==> config.mk <==
export PLATFORM = sky130hd
export DESIGN_NAME = fpc_ctrl
export DESIGN_NICKNAME = d
export VERILOG_FILES = /design/src/logic/fpc_pkg.sv /design/src/logic/fpc_ctrl.sv
export VERILOG_INCLUDE_DIRS = /design/src /design/src/logic
export SDC_FILE = /design/constraint.sdc
export NUM_CORES = 1
export LEC_CHECK = 0
export BUFFER_PORTS_ARGS = -buffer_cell sky130_fd_sc_hd__buf_2
export CORE_ASPECT_RATIO = 1.4
export CORE_MARGIN = 1
export CORE_UTILIZATION = 35
export DETAILED_ROUTE_END_ITERATION = 12
export SYNTH_ARGS = -nofsm -noshare
export SYNTH_HDL_FRONTEND = slang
export SYNTH_SLANG_ARGS = --single-unit
==> constraint.sdc <==
create_clock -name SYS_CLK -period 4.65 [get_ports SYS_CLK]
set_input_delay 0.2325 -clock SYS_CLK [delete_from_list [all_inputs] [get_ports SYS_CLK]]
set_output_delay 0.2325 -clock SYS_CLK [all_outputs]
set_load 0.01 [all_outputs]
==> src/logic/fpc_defines.svh <==
// Constants for the flash protection controller: offsets, fields, resets, timing.
// Assumes inclusion by the package, the design file and the bench.
// Operation
// - Erase one selectable 1 KB block to ones
// - Program one word, bits only one-to-zero
// - Protect 2 KB regions, read and program bit
// - Time flash from reload equal MHz minus one
// - Program-enable zero refuses program and erase
// - Read-enable zero allows only instruction fetches
// - Enable combinations give documented access types
// - Protected data read answers with bus fault
// - Refused change raises access flag, mask gates
// - Factory protection bits all read one
// - Bits clear only; uncommitted restored at power-on
// - Commit command stores protection values nonvolatilely
// - Data-bus literal loads from execute-only blocked
// - Both debug bits cleared block debug port
// - Disabled debug can never be re-enabled
// - Completion flag set when program/erase ends
// - Raw status always visible; masked follows mask
// - Write one to clear register clears flag
// - Keyed command starts operation; bit self-clears
`ifndef FPC_DEFINES_SVH
`define FPC_DEFINES_SVH

// ---------------------------------------------------------------
// Register offsets (byte addresses on APB)
// ---------------------------------------------------------------
`define FPC_OFF_ADDR   12'h000
`define FPC_OFF_DATA   12'h004
`define FPC_OFF_CMD    12'h008
`define FPC_OFF_RIS    12'h00C
`define FPC_OFF_IM     12'h010
`define FPC_OFF_MISC   12'h014
`define FPC_OFF_RE     12'h018
`define FPC_OFF_PE     12'h01C
`define FPC_OFF_USEC   12'h020
`define FPC_OFF_DBG    12'h024

// ---------------------------------------------------------------
// Fields and keys
// ---------------------------------------------------------------
`define FPC_CMD_KEY    16'hA442
`define FPC_CMD_WRITE  4'h1
`define FPC_CMD_ERASE  4'h2
`define FPC_CMD_COMMIT 4'h8
`define FPC_ST_PROG    0
`define FPC_ST_ACC     1
`define FPC_CMT_RE     32'h0000_0000
`define FPC_CMT_PE     32'h0000_0001
`define FPC_CMT_DBG    32'h7510_0000

// ---------------------------------------------------------------
// Reset values and timing
// ---------------------------------------------------------------
`define FPC_USEC_RST   8'h18
`define FPC_PROT_RST   32'hFFFF_FFFF
`define FPC_DBG_RST    32'hFFFF_FFFE
`define FPC_PGM_US     20
`define FPC_ERASE_US   20

`endif

==> src/logic/fpc_pkg.sv <==
// Types shared by the flash protection controller and its bench.
// Assumes fpc_defines.svh is on the include path.
`default_nettype none
`include "fpc_defines.svh"

package fpc_pkg;

  // Kind of a flash read access
  typedef enum logic [1:0] {
    FPC_FETCH = 2'h0,   // Instruction bus fetch
    FPC_DATA  = 2'h1,   // Data bus load, literals included
    FPC_DEBUG = 2'h2    // Debugger read
  } fpc_kind_t;

  // Controller states, Gray along the program path
  typedef enum logic [2:0] {
    FPC_IDLE   = 3'h0,
    FPC_RDREQ  = 3'h1,
    FPC_RDCAP  = 3'h3,
    FPC_RUN    = 3'h2,
    FPC_FINISH = 3'h6
  } fpc_state_t;

  // One read access request
  typedef struct packed {
    logic        valid;
    fpc_kind_t   kind;
    logic [31:0] addr;
  } fpc_acc_t;

  // Nonvolatile write strobe toward the flash-resident store
  typedef struct packed {
    logic        en;    // One-cycle pulse
    logic [1:0]  sel;   // 0 read enable, 1 program enable, 2 debug word
    logic [31:0] data;
  } fpc_nvwr_t;

endpackage : fpc_pkg
`default_nettype wire

==> src/logic/fpc_ctrl.sv <==
// Flash protection controller: APB registers, command sequencer, access checker.
// Assumes all inputs are on SYS_CLK; nonvolatile copies arrive on NV_* ports
// and the array returns read data one cycle after FLASH_RD.
`timescale 1ns/1ps
`default_nettype none
`include "fpc_defines.svh"

module fpc_ctrl #(
  parameter int NREG     = 32,          // Number of 2 KB regions
  parameter int PGM_US   = `FPC_PGM_US,
  parameter int ERASE_US = `FPC_ERASE_US
) (
  input  wire logic              SYS_CLK,
  input  wire logic              ARST_N,
  // APB slave
  input  wire logic              PSEL,
  input  wire logic              PENABLE,
  input  wire logic              PWRITE,
  input  wire logic [11:0]       PADDR,
  input  wire logic [31:0]       PWDATA,
  output logic [31:0]            PRDATA,
  output logic                   PREADY,
  output logic                   PSLVERR,
  // Read access check from instruction, data and debug buses
  input  wire fpc_pkg::fpc_acc_t ACC_REQ,
  output logic                   ACC_OK,
  output logic                   ACC_FAULT,
  output logic                   DBG_BLOCK,
  // Flash array side
  output logic                   FLASH_RD,
  output logic                   FLASH_PGM,
  output logic                   FLASH_ERASE,
  output logic [31:0]            FLASH_ADDR,
  output logic [31:0]            FLASH_WDATA,
  input  wire logic [31:0]       FLASH_RDATA,
  // Nonvolatile store
  input  wire logic [31:0]       NV_RE,
  input  wire logic [31:0]       NV_PE,
  input  wire logic [31:0]       NV_DBG,
  output fpc_pkg::fpc_nvwr_t     NV_WR,
  // Interrupt
  output logic                   FLASH_IRQ
);
  import fpc_pkg::*;

  localparam int RIW = $clog2(NREG);

  // ---------------------------------------------------------------
  // Register state
  // ---------------------------------------------------------------
  logic [31:0]  addr_q;        // Target address
  logic [31:0]  data_q;        // Program data / debug commit data
  logic [3:0]   cmd_q;         // Pending operation bits
  logic [1:0]   raw_q;         // Raw status
  logic [1:0]   mask_q;        // Interrupt masks
  logic [NREG-1:0] re_q;       // Region read enables
  logic [NREG-1:0] pe_q;       // Region program enables
  logic [7:0]   usec_q;        // Cycles per microsecond minus one
  logic [31:0]  dbg_q;         // Working debug word
  logic         dbg_off_q;     // Debug port disabled
  logic         boot_q;        // Load nonvolatile copies once
  logic [31:0]  rdata_d;       // Read mux
  logic         err_d;         // Unmapped address
  logic         wr_en;         // Write taken this edge
  logic         cmd_wr;        // Keyed command write
  logic [1:0]   st_set;        // Status events this cycle
  logic [1:0]   st_clr;        // Status clears this cycle
  fpc_state_t   state_q;       // Sequencer state
  logic [7:0]   tick_cnt_q;    // Microsecond divider
  logic         tick;          // Microsecond strobe
  logic [15:0]  us_cnt_q;      // Microseconds elapsed
  logic [15:0]  us_lim;        // Duration of current operation
  logic [RIW-1:0] tgt_reg;     // Region of the target address
  logic [RIW-1:0] acc_reg;     // Region of the access address
  logic         refuse;        // Program/erase on protected region

  assign tgt_reg = addr_q[11 +: RIW];
  assign acc_reg = ACC_REQ.addr[11 +: RIW];

  // ---------------------------------------------------------------
  // APB handshake
  // ---------------------------------------------------------------
  // No wait state; read data and error are loaded in the setup cycle and come straight from flops
  always_ff @(posedge SYS_CLK or negedge ARST_N) begin
    if (!ARST_N) begin
      PREADY  <= 1'b0;
      PRDATA  <= 32'h0000_0000;
      PSLVERR <= 1'b0;
    end else if (PSEL && !PENABLE && !PREADY) begin
      PREADY  <= 1'b1;
      PRDATA  <= PWRITE ? 32'h0000_0000 : rdata_d;
      PSLVERR <= err_d;
    end else begin
      PREADY  <= 1'b0;
      PRDATA  <= 32'h0000_0000;
      PSLVERR <= 1'b0;
    end
  end

  assign wr_en  = PSEL && PENABLE && PREADY && PWRITE && !PSLVERR;
  // Only a keyed write with exactly one known bit starts anything
  assign cmd_wr = wr_en && (PADDR == `FPC_OFF_CMD) && (state_q == FPC_IDLE)
                  && (PWDATA[31:16] == `FPC_CMD_KEY)
                  && (PWDATA[3:0] == `FPC_CMD_WRITE || PWDATA[3:0] == `FPC_CMD_ERASE
                      || PWDATA[3:0] == `FPC_CMD_COMMIT);

  // Read mux and decode
  always_comb begin
    rdata_d = 32'h0000_0000;
    err_d   = 1'b0;
    unique case (PADDR)
      `FPC_OFF_ADDR: rdata_d = addr_q;
      `FPC_OFF_DATA: rdata_d = data_q;
      `FPC_OFF_CMD:  rdata_d = {28'h000_0000, cmd_q};
      `FPC_OFF_RIS:  rdata_d = {30'h0000_0000, raw_q};
      `FPC_OFF_IM:   rdata_d = {30'h0000_0000, mask_q};
      `FPC_OFF_MISC: rdata_d = {30'h0000_0000, raw_q & mask_q};
      `FPC_OFF_RE:   rdata_d = 32'(re_q);
      `FPC_OFF_PE:   rdata_d = 32'(pe_q);
      `FPC_OFF_USEC: rdata_d = {24'h00_0000, usec_q};
      `FPC_OFF_DBG:  rdata_d = dbg_q;
      default:       err_d   = 1'b1;   // Unmapped answers with an error
    endcase
  end

  // ---------------------------------------------------------------
  // Plain configuration registers
  // ---------------------------------------------------------------
  // Address, data, mask and reload
  always_ff @(posedge SYS_CLK or negedge ARST_N) begin
    if (!ARST_N) begin
      addr_q <= 32'h0000_0000;
      data_q <= 32'h0000_0000;
      mask_q <= 2'h0;
      usec_q <= `FPC_USEC_RST;
    end else if (wr_en) begin
      if (PADDR == `FPC_OFF_ADDR) addr_q <= PWDATA;
      if (PADDR == `FPC_OFF_DATA) data_q <= PWDATA;
      if (PADDR == `FPC_OFF_IM)   mask_q <= PWDATA[1:0];
      if (PADDR == `FPC_OFF_USEC) usec_q <= PWDATA[7:0];
    end
  end

  // ---------------------------------------------------------------
  // Protection and debug words
  // ---------------------------------------------------------------
  // Reset gives factory ones except debug word bit 0; the first edge loads committed copies,
  // so a power-on drops uncommitted clears
  always_ff @(posedge SYS_CLK or negedge ARST_N) begin
    if (!ARST_N) begin
      boot_q <= 1'b1;
      re_q   <= NREG'(`FPC_PROT_RST);
      pe_q   <= NREG'(`FPC_PROT_RST);
      dbg_q  <= `FPC_DBG_RST;
    end else if (boot_q) begin
      boot_q <= 1'b0;
      re_q   <= NV_RE[NREG-1:0];
      pe_q   <= NV_PE[NREG-1:0];
      dbg_q  <= NV_DBG;
    end else if (wr_en) begin
      // Writes may only clear bits
      if (PADDR == `FPC_OFF_RE)  re_q  <= re_q & PWDATA[NREG-1:0];
      if (PADDR == `FPC_OFF_PE)  pe_q  <= pe_q & PWDATA[NREG-1:0];
      if (PADDR == `FPC_OFF_DBG) dbg_q <= dbg_q & PWDATA;
    end
  end

  // Debug lock is decided only from the committed word at power-up;
  // only a reset clears it, and the next boot load decides it again
  always_ff @(posedge SYS_CLK or negedge ARST_N) begin
    if (!ARST_N) begin
      dbg_off_q <= 1'b0;
      DBG_BLOCK <= 1'b0;
    end else begin
      if (boot_q && NV_DBG[1:0] == 2'b00) dbg_off_q <= 1'b1;
      DBG_BLOCK <= dbg_off_q;
    end
  end

  // ---------------------------------------------------------------
  // Read access checker
  // ---------------------------------------------------------------
  // Fetches always pass; data and debug reads need read enable
  always_ff @(posedge SYS_CLK or negedge ARST_N) begin
    if (!ARST_N) begin
      ACC_OK    <= 1'b0;
      ACC_FAULT <= 1'b0;
    end else begin
      ACC_OK    <= 1'b0;
      ACC_FAULT <= 1'b0;
      if (ACC_REQ.valid) begin
        if (ACC_REQ.kind == FPC_DEBUG && dbg_off_q) begin
          ACC_FAULT <= 1'b1;
        end else if (ACC_REQ.kind == FPC_FETCH) begin
          ACC_OK    <= 1'b1;
        end else if (!re_q[acc_reg]) begin
          ACC_FAULT <= 1'b1;
        end else begin
          ACC_OK    <= 1'b1;
        end
      end
    end
  end

  // ---------------------------------------------------------------
  // Microsecond time base
  // ---------------------------------------------------------------
  // Reload sets cycles per tick; wrong reload only skews timing
  always_ff @(posedge SYS_CLK or negedge ARST_N) begin
    if (!ARST_N) begin
      tick_cnt_q <= 8'h00;
    end else if (state_q != FPC_RUN || tick) begin
      tick_cnt_q <= usec_q;
    end else begin
      tick_cnt_q <= tick_cnt_q - 8'h01;
    end
  end

  assign tick   = (state_q == FPC_RUN) && (tick_cnt_q == 8'h00);
  assign us_lim = 16'(FLASH_ERASE ? ERASE_US : PGM_US);
  assign refuse = !pe_q[tgt_reg] && (PWDATA[3:0] != `FPC_CMD_COMMIT);

  // ---------------------------------------------------------------
  // Command sequencer
  // ---------------------------------------------------------------
  // Pending bits stay visible until the operation ends
  always_ff @(posedge SYS_CLK or negedge ARST_N) begin
    if (!ARST_N) begin
      state_q     <= FPC_IDLE;
      cmd_q       <= 4'h0;
      us_cnt_q    <= 16'h0000;
      FLASH_RD    <= 1'b0;
      FLASH_PGM   <= 1'b0;
      FLASH_ERASE <= 1'b0;
      FLASH_ADDR  <= 32'h0000_0000;
      FLASH_WDATA <= 32'h0000_0000;
      NV_WR       <= '0;
    end else begin
      NV_WR.en <= 1'b0;
      FLASH_RD <= 1'b0;
      unique case (state_q)
        FPC_IDLE: begin
          us_cnt_q <= 16'h0000;
          if (cmd_wr && refuse) begin
            state_q <= FPC_IDLE;
          end else if (cmd_wr) begin
            cmd_q <= PWDATA[3:0];
            if (PWDATA[3:0] == `FPC_CMD_WRITE) begin
              FLASH_ADDR <= {addr_q[31:2], 2'b00};
              FLASH_RD   <= 1'b1;
              state_q    <= FPC_RDREQ;
            end else if (PWDATA[3:0] == `FPC_CMD_ERASE) begin
              FLASH_ADDR  <= {addr_q[31:10], 10'h000};
              FLASH_ERASE <= 1'b1;
              state_q     <= FPC_RUN;
            end else begin
              // Commit: unknown targets finish with no store
              state_q <= FPC_FINISH;
              if (addr_q == `FPC_CMT_RE) begin
                NV_WR <= '{en: 1'b1, sel: 2'h0, data: 32'(re_q)};
              end else if (addr_q == `FPC_CMT_PE) begin
                NV_WR <= '{en: 1'b1, sel: 2'h1, data: 32'(pe_q)};
              end else if (addr_q == `FPC_CMT_DBG) begin
                NV_WR <= '{en: 1'b1, sel: 2'h2, data: data_q & dbg_q};
              end
            end
          end
        end
        FPC_RDREQ: begin
          state_q <= FPC_RDCAP;   // Array answers one cycle later
        end
        FPC_RDCAP: begin
          // Merge keeps zeros zero: a word can only lose ones
          FLASH_WDATA <= FLASH_RDATA & data_q;
          FLASH_PGM   <= 1'b1;
          state_q     <= FPC_RUN;
        end
        FPC_RUN: begin
          if (tick) begin
            us_cnt_q <= us_cnt_q + 16'h0001;
            if (us_cnt_q + 16'h0001 >= us_lim) begin
              FLASH_PGM   <= 1'b0;
              FLASH_ERASE <= 1'b0;
              state_q     <= FPC_FINISH;
            end
          end
        end
        FPC_FINISH: begin
          cmd_q   <= 4'h0;
          state_q <= FPC_IDLE;
        end
        default: state_q <= FPC_IDLE;
      endcase
    end
  end

  // ---------------------------------------------------------------
  // Status and interrupt
  // ---------------------------------------------------------------
  assign st_set[`FPC_ST_PROG] = (state_q == FPC_FINISH) && (cmd_q != `FPC_CMD_COMMIT);
  assign st_set[`FPC_ST_ACC]  = cmd_wr && refuse;
  assign st_clr = (wr_en && PADDR == `FPC_OFF_MISC) ? PWDATA[1:0] : 2'h0;

  // Set wins over a clear in the same cycle
  always_ff @(posedge SYS_CLK or negedge ARST_N) begin
    if (!ARST_N) begin
      raw_q     <= 2'h0;
      FLASH_IRQ <= 1'b0;
    end else begin
      raw_q     <= (raw_q & ~st_clr) | st_set;
      FLASH_IRQ <= |(raw_q & mask_q);
    end
  end
endmodule : fpc_ctrl
`default_nettype wire

==> Word level (Yosys, flattened, before mapping) <==
Index checks and enable logic that the tools add are counted.
{ "word_totals": {"register_bits": 345, "in_bits": 212, "output_inout_bits": 140, "wordCells": 194} }
{ "op_classes": {"addsub": 2, "order_cmp": 3, "eq_ne": 30, "mux": 63, "bitwise": 12, "n_reduce_logical": 55} }
{ "op_table": {"columns": ["op", "count"], "rows": [
  ["$mux 32", 13],
  ["$pmux 32 s10", 1],
  ["$mux 35", 8],
  ["$and 32x32->32", 5],
  ["$eq 12x5->1 const B", 4],
  ["$eq 32x1->1 const B", 1],
  ["$eq 32x31->1 const B", 1],
  ["$logic_not 32->1", 1],
  ["$pmux 16 s2", 1],
  ["$eq 12x4->1 const B", 2],
  ["$eq 12x6->1 const B", 2],
  ["$mux 1", 23],
  ["$mux 3", 6],
  ["$logic_and 1x1->1", 17],
  ["$add 16x1->16 const B", 1],
  ["$eq 16x16->1 const B", 1],
  ["$ge 16x5->1 const B", 1],
  ["$mux 16", 1],
  ["$reduce_and 2->1", 8],
  ["$reduce_bool 2->1", 8],
  ["$eq 12x3->1 const B", 1],
  ["$logic_not 12->1", 1],
  ["$lt 5x6->1 const B", 2],
  ["$pmux 3 s4", 1],
  ["35 further kinds", 55]
]} }

==> Depth between registers and ports, before layout <==
{ "depth": {"word_depth": 11, "mapped_depth": 10, "mapped_depth_nobuf": 8} }

==> Worst setup path before layout <==
Ideal clock, no wire load.
{ "synth_timing": {"path_type": "reg-to-reg", "from": "register addr_q[12]", "to": "register FLASH_ADDR[11]", "setup_ns": 0.127, "arrival_ns": 2.390, "required_time_ns": 4.523, "setup_slack_ns": 2.133, "path_stages_with_launch": 9, "n_path_buf": 2, "synth_period_minus_slack_ns": 2.517, "cell_sequence": "dfrtp_1 -> clkbuf_1 -> mux4_2 -> nand2b_1 -> a31oi_1 -> nand3_1 -> o31ai_4 -> buf_6 -> mux2_1"} }
{ "synth_via": {"elab_chain_cells": 7} }
{ "synth_rtl": {"columns": ["element", "line", "text"], "rows": [
  ["from (decl)", "fpc_ctrl.sv:51", "logic [31:0] addr_q;"],
  ["from (signal assigned)", "fpc_ctrl.sv:132", "addr_q <= 32'h0000_0000;"],
  ["from (signal assigned)", "fpc_ctrl.sv:137", "if (PADDR == `FPC_OFF_ADDR) addr_q <= PWDATA;"],
  ["$bmux 1 s5", "fpc_ctrl.sv:221", "assign refuse = !pe_q[tgt_reg] && (PWDATA[3:0] != `FPC_CMD_COMMIT);"],
  ["$mux 1 (implied by the code)", "fpc_ctrl.sv:221", null],
  ["$logic_not 1->1", "fpc_ctrl.sv:221", null],
  ["$logic_and 1x1->1", "fpc_ctrl.sv:221", null],
  ["$logic_and 1x1->1", "fpc_ctrl.sv:244", "if (cmd_wr && refuse) begin"],
  ["$not 1->1 (no source line)", null, null],
  ["$reduce_and 4->1 (no source line)", null, null],
  ["to (signal assigned)", "fpc_ctrl.sv:249", "FLASH_ADDR <= {addr_q[31:2], 2'b00};"],
  ["to (signal assigned)", "fpc_ctrl.sv:253", "FLASH_ADDR <= {addr_q[31:10], 10'h000};"],
  ["to (decl)", "fpc_ctrl.sv:33", "output logic [31:0] FLASH_ADDR,"]
]} }
Every way passes these cells. The select of a mux whose other input is x is not followed.
A chain may end at the register's enable or synchronous reset.

==> Final worst setup path <==
{ "layout_timing": {"from": "register addr_q[7]", "to": "register NV_WR[20] in the netlist's numbering"} }
{ "layout_via": {"elab_chain_cells": 3, "elab_cells_between_ends": 7, "cone_classes": "2 x eq/ne; 2 x mux; 3 x reduce/logical"} }
{ "layout_rtl": {"columns": ["element", "line", "text"], "rows": [
  ["$eq 32x1->1 (no source line) (tied with other cells)", null, null],
  ["$reduce_bool 3->1 (no source line) / $mux 35 (equally long branches)", null, null],
  ["$reduce_and 6->1 (no source line) / $mux 35 (equally long branches)", null, null],
  ["to (signal assigned)", "fpc_ctrl.sv:260", "NV_WR <= '{en: 1'b1, sel: 2'h0, data: 32'(re_q)};"],
  ["to (signal assigned)", "fpc_ctrl.sv:262", "NV_WR <= '{en: 1'b1, sel: 2'h1, data: 32'(pe_q)};"],
  ["to (signal assigned)", "fpc_ctrl.sv:264", "NV_WR <= '{en: 1'b1, sel: 2'h2, data: data_q & dbg_q};"],
  ["to (decl)", "fpc_ctrl.sv:40", "output fpc_pkg::fpc_nvwr_t NV_WR,"]
]} }
Several ways; a longest one is shown, not always the timed one.

==> results.json <==
{
  "crit_path_start_kind": "flip-flop",
  "drv_slew": 0,
  "wl_per_cell_um": 23.5,
  "cts_setup_buffers": 0,
  "period_minus_slack_ns": 3.25,
  "clock_sinks": 343,
  "timing.final.crit_share": 0.698,
  "final.setup_skew_ns": 0.0166,
  "pwr-share-seq": 0.449,
  "synth_enable_flop_cells": 0,
  "r2r_slack_ns": 1.40,
  "yosys.cell_count.top_type": "nand2_1",
  "synth-seq-cells": 343,
  "portBuffers": 322,
  "crit_path_max_fanout": 23,
  "drv_cap": 0,
  "combPwrFrac": 0.151,
  "synth-xor-area-share": 0.00587,
  "synthMuxAreaShare": 0.110,
  "worstMarginPinSlew_ns": 1.04,
  "run_status": "complete, no violations",
  "min_from": "PWDATA[29]",
  "hold_path_class": "in2reg",
  "cts.clk_slew.worst_paths_ns": 0.06,
  "worstPathRequired_ns": 5.11,
  "final_hold_viol_count": 0,
  "top_layer": "met4",
  "worstSetupStartpoint": "addr_q[7]",
  "crit_end": "NV_WR[20]",
  "synthFlopType": "dfrtp_1",
  "drive_gt1_frac": 0.329,
  "gr-total-overflow": 0,
  "power_density_nw_per_um2": 380,
  "core_um2": 45400,
  "antenna_found_initial": 2,
  "yosysTopAreaCell": "dfrtp_1",
  "ys_top_cells_by_count": "nand2_1, dfrtp_1, o21ai_0",
  "first_pass_iters": 6,
  "placementRows": 92,
  "tritoncts": "done",
  "worstSetupPathType": "reg2reg",
  "p_clk_frac": 0.400,
  "drt_iter0_markers": 1244,
  "dieWidth_um": 184,
  "clk_latency_ns": 0.55,
  "synth_fa_ha_area_frac": 0.00232,
  "grt_usage": 0.255,
  "synth_top_family_by_area": "compound AO/OA/AOI/OAI gates",
  "fmax_ghz": 0.308,
  "synth-simple-area-share": 0.135,
  "viasPerCell": 5.55,
  "clock-root-buffer": "clkbuf_16",
  "initial_core_util": 0.357,
  "worst-r2r-cell-count": 8,
  "h-tree-depth": 2,
  "internal-power_w": 0.00581,
  "syn_to_final_growth_pct": 31.0,
  "ios": 352,
  "place.gp.congestion": 0.859,
  "synthCells": 1492,
  "r2r-start": "addr_q[7]",
  "wl_met1_um": 23600,
  "ys_async_sr_fraction": 1.00,
  "p_leak_nw": 9.77,
  "power_switching_w": 0.00225,
  "switching_share": 0.280,
  "nets": 2136,
  "syn_area_um2": 16200,
  "grt_pass1_wl_um": 89700,
  "synth_cell_types": 64,
  "holdWs_ns": 0.0184,
  "worst_setup_path_end_kind": "flip-flop",
  "hpwl_um": 40900,
  "max_slew_margin": 0.306,
  "synthTopCellsByArea": "dfrtp_1, dfstp_2, mux2_2",
  "drcViolationCount": 0,
  "synth_top_area_frac": 0.378,
  "nFillCells": 4252,
  "setup_violations": 0,
  "grt_pass1_vias": 14300,
  "synth-compound-area-share": 0.176,
  "ys.warnings.count": 0,
  "grt_max_degree": 115,
  "vias": 14200,
  "fin_setup_tns_ns": 0,
  "dr_wl_met3_um": 3560,
  "die_h_um": 257,
  "drtAntennaViolNets": 0,
  "vdd_drop_max_mv": 0.209,
  "syn_avg_cell_area_um2": 10.9,
  "crit_arrival_ns": 3.71,
  "cts_buffers": 39,
  "met2WireLength_um": 30900,
  "totalWireLength_um": 60300,
  "cts.path.max_buffers": 3,
  "dieArea_um2": 47200,
  "ys_seq_area_frac": 0.537,
  "r2r-end": "NV_WR[20]",
  "grt_setup_unrepaired": "false"
}
-- worst max-delay path: stages (launching register included) --
cell and delay [ns]:
dfrtp_1 0.42, nor4_1 0.71, nand3_1 0.36, nor3_1 0.60
and2_1 0.23, buf_4 0.37, a32o_1 0.19, a21oi_1 0.07
o21ai_0 0.19
-- per-layer routing --
layer  up-vias  track usage
li1       6317            -
met1      7161        0.318
met2       651        0.445
met3       118       0.0297
met4         0        0.103
met5         -            0
-- logic make-up (layout without fill, tap and decap cells) --
logic type,after synthesis,count (layout)
compound gates,404,404
xor+xnor,10,10
fa+ha+maj,3,3
buf+inv,130,588
flops,343,343
mux,145,145
other cells,1,5
simple gates,456,456
-- stage by stage --
stage	area (um^2)	util	power, W	worst slack, ns	std cells
2_1_floorplan	16200	-	0.00423	2.13	1494
3_3_place_gp	18400	0.406	0.00474	1.38	2343
3_5_place_dp	18400	0.406	0.00477	1.39	2343
4_1_cts	21200	0.468	0.00811	1.36	2563
5_1_grt	21200	0.468	0.00841	1.22	2565
6_report	21200	0.468	0.00806	1.40	2565
-- flip-flops by register name, indices dropped and copies added, names as in the netlist, 2 cells and up --
| name | count |
|---|---|
| NV_WR | 35 |
| FLASH_WDATA | 32 |
| PRDATA | 32 |
| addr_q | 32 |
| data_q | 32 |
| dbg_q | 32 |
| pe_q | 32 |
| re_q | 32 |
| FLASH_ADDR | 30 |
| us_cnt_q | 16 |
| tick_cnt_q | 8 |
| usec_q | 8 |
| cmd_q | 4 |
| state_q | 3 |
| mask_q | 2 |
| raw_q | 2 |
-- area by class of cell --
| cell class | instances | area, um^2 | area share |
|---|---|---|---|
| sequential | 343 | 8710 | 0.410 |
| multi-input combinational | 1021 | 7000 | 0.330 |
| timing repair buffer | 497 | 3360 | 0.158 |
| clock buffer | 55 | 1150 | 0.0541 |
| tap | 611 | 764 | 0.0360 |
| clock inverter | 17 | 183 | 0.00860 |
| inverter | 19 | 71.3 | 0.00336 |
| antenna | 2 | 5.00 | 0.000236 |
-- power by group through the flow --
stage / Combinational, W / Sequential, W / Clock [W]
6_report: 0.00122 / 0.00362 / 0.00323
5_1_grt: 0.00135 / 0.00366 / 0.00341
4_1_cts: 0.00122 / 0.00361 / 0.00328
3_5_place_dp: 0.00112 / 0.00365 / 0
3_3_place_gp: 0.00110 / 0.00364 / 0
2_1_floorplan: 0.000586 / 0.00364 / 0
-- worst min path at each step --
stage | cells after the start | endpoint | slack [ns]
after global placement | 1 | us_cnt_q[13] | 0.39
after floorplan | 0 | ACC_FAULT | -0.06
after global routing | 2 | data_q[29] | 0.008
after detailed placement | 1 | us_cnt_q[12] | 0.39
final | 2 | data_q[29] | 0.02
after CTS | 2 | addr_q[23] | 0.001
-- placed cells by master, fill, tap and decap left out, types with 8 or more instances in the layout --
cell type      count
a21oi_1           71
a222oi_1          29
a22o_1            98
a31oi_1            8
a32o_1            32
and2_1             8
buf_2            321
buf_4             23
clkbuf_16         41
clkinv_2           9
dfrtp_1          245
dfstp_2           97
dlygate4sd3_1    148
inv_1             19
mux2_1            18
mux2_2            98
mux2i_1           14
mux4_2            15
nand2_1          280
nand2b_1          39
nand3_1           20
nor2_1            22
nor2b_1            9
nor3_1            14
nor4_1             9
o21ai_0          102
o21ai_1           24
o31ai_1           10
-- repair_timing --
| item | CTS | global route |
|---|---|---|
| endpoints found under the hold margin | 250 | 0 |
| hold buffers | 148 | 0 |
| gates resized for setup | 0 | 0 |
No activity file was read; power rests on OpenSTA's default activity.
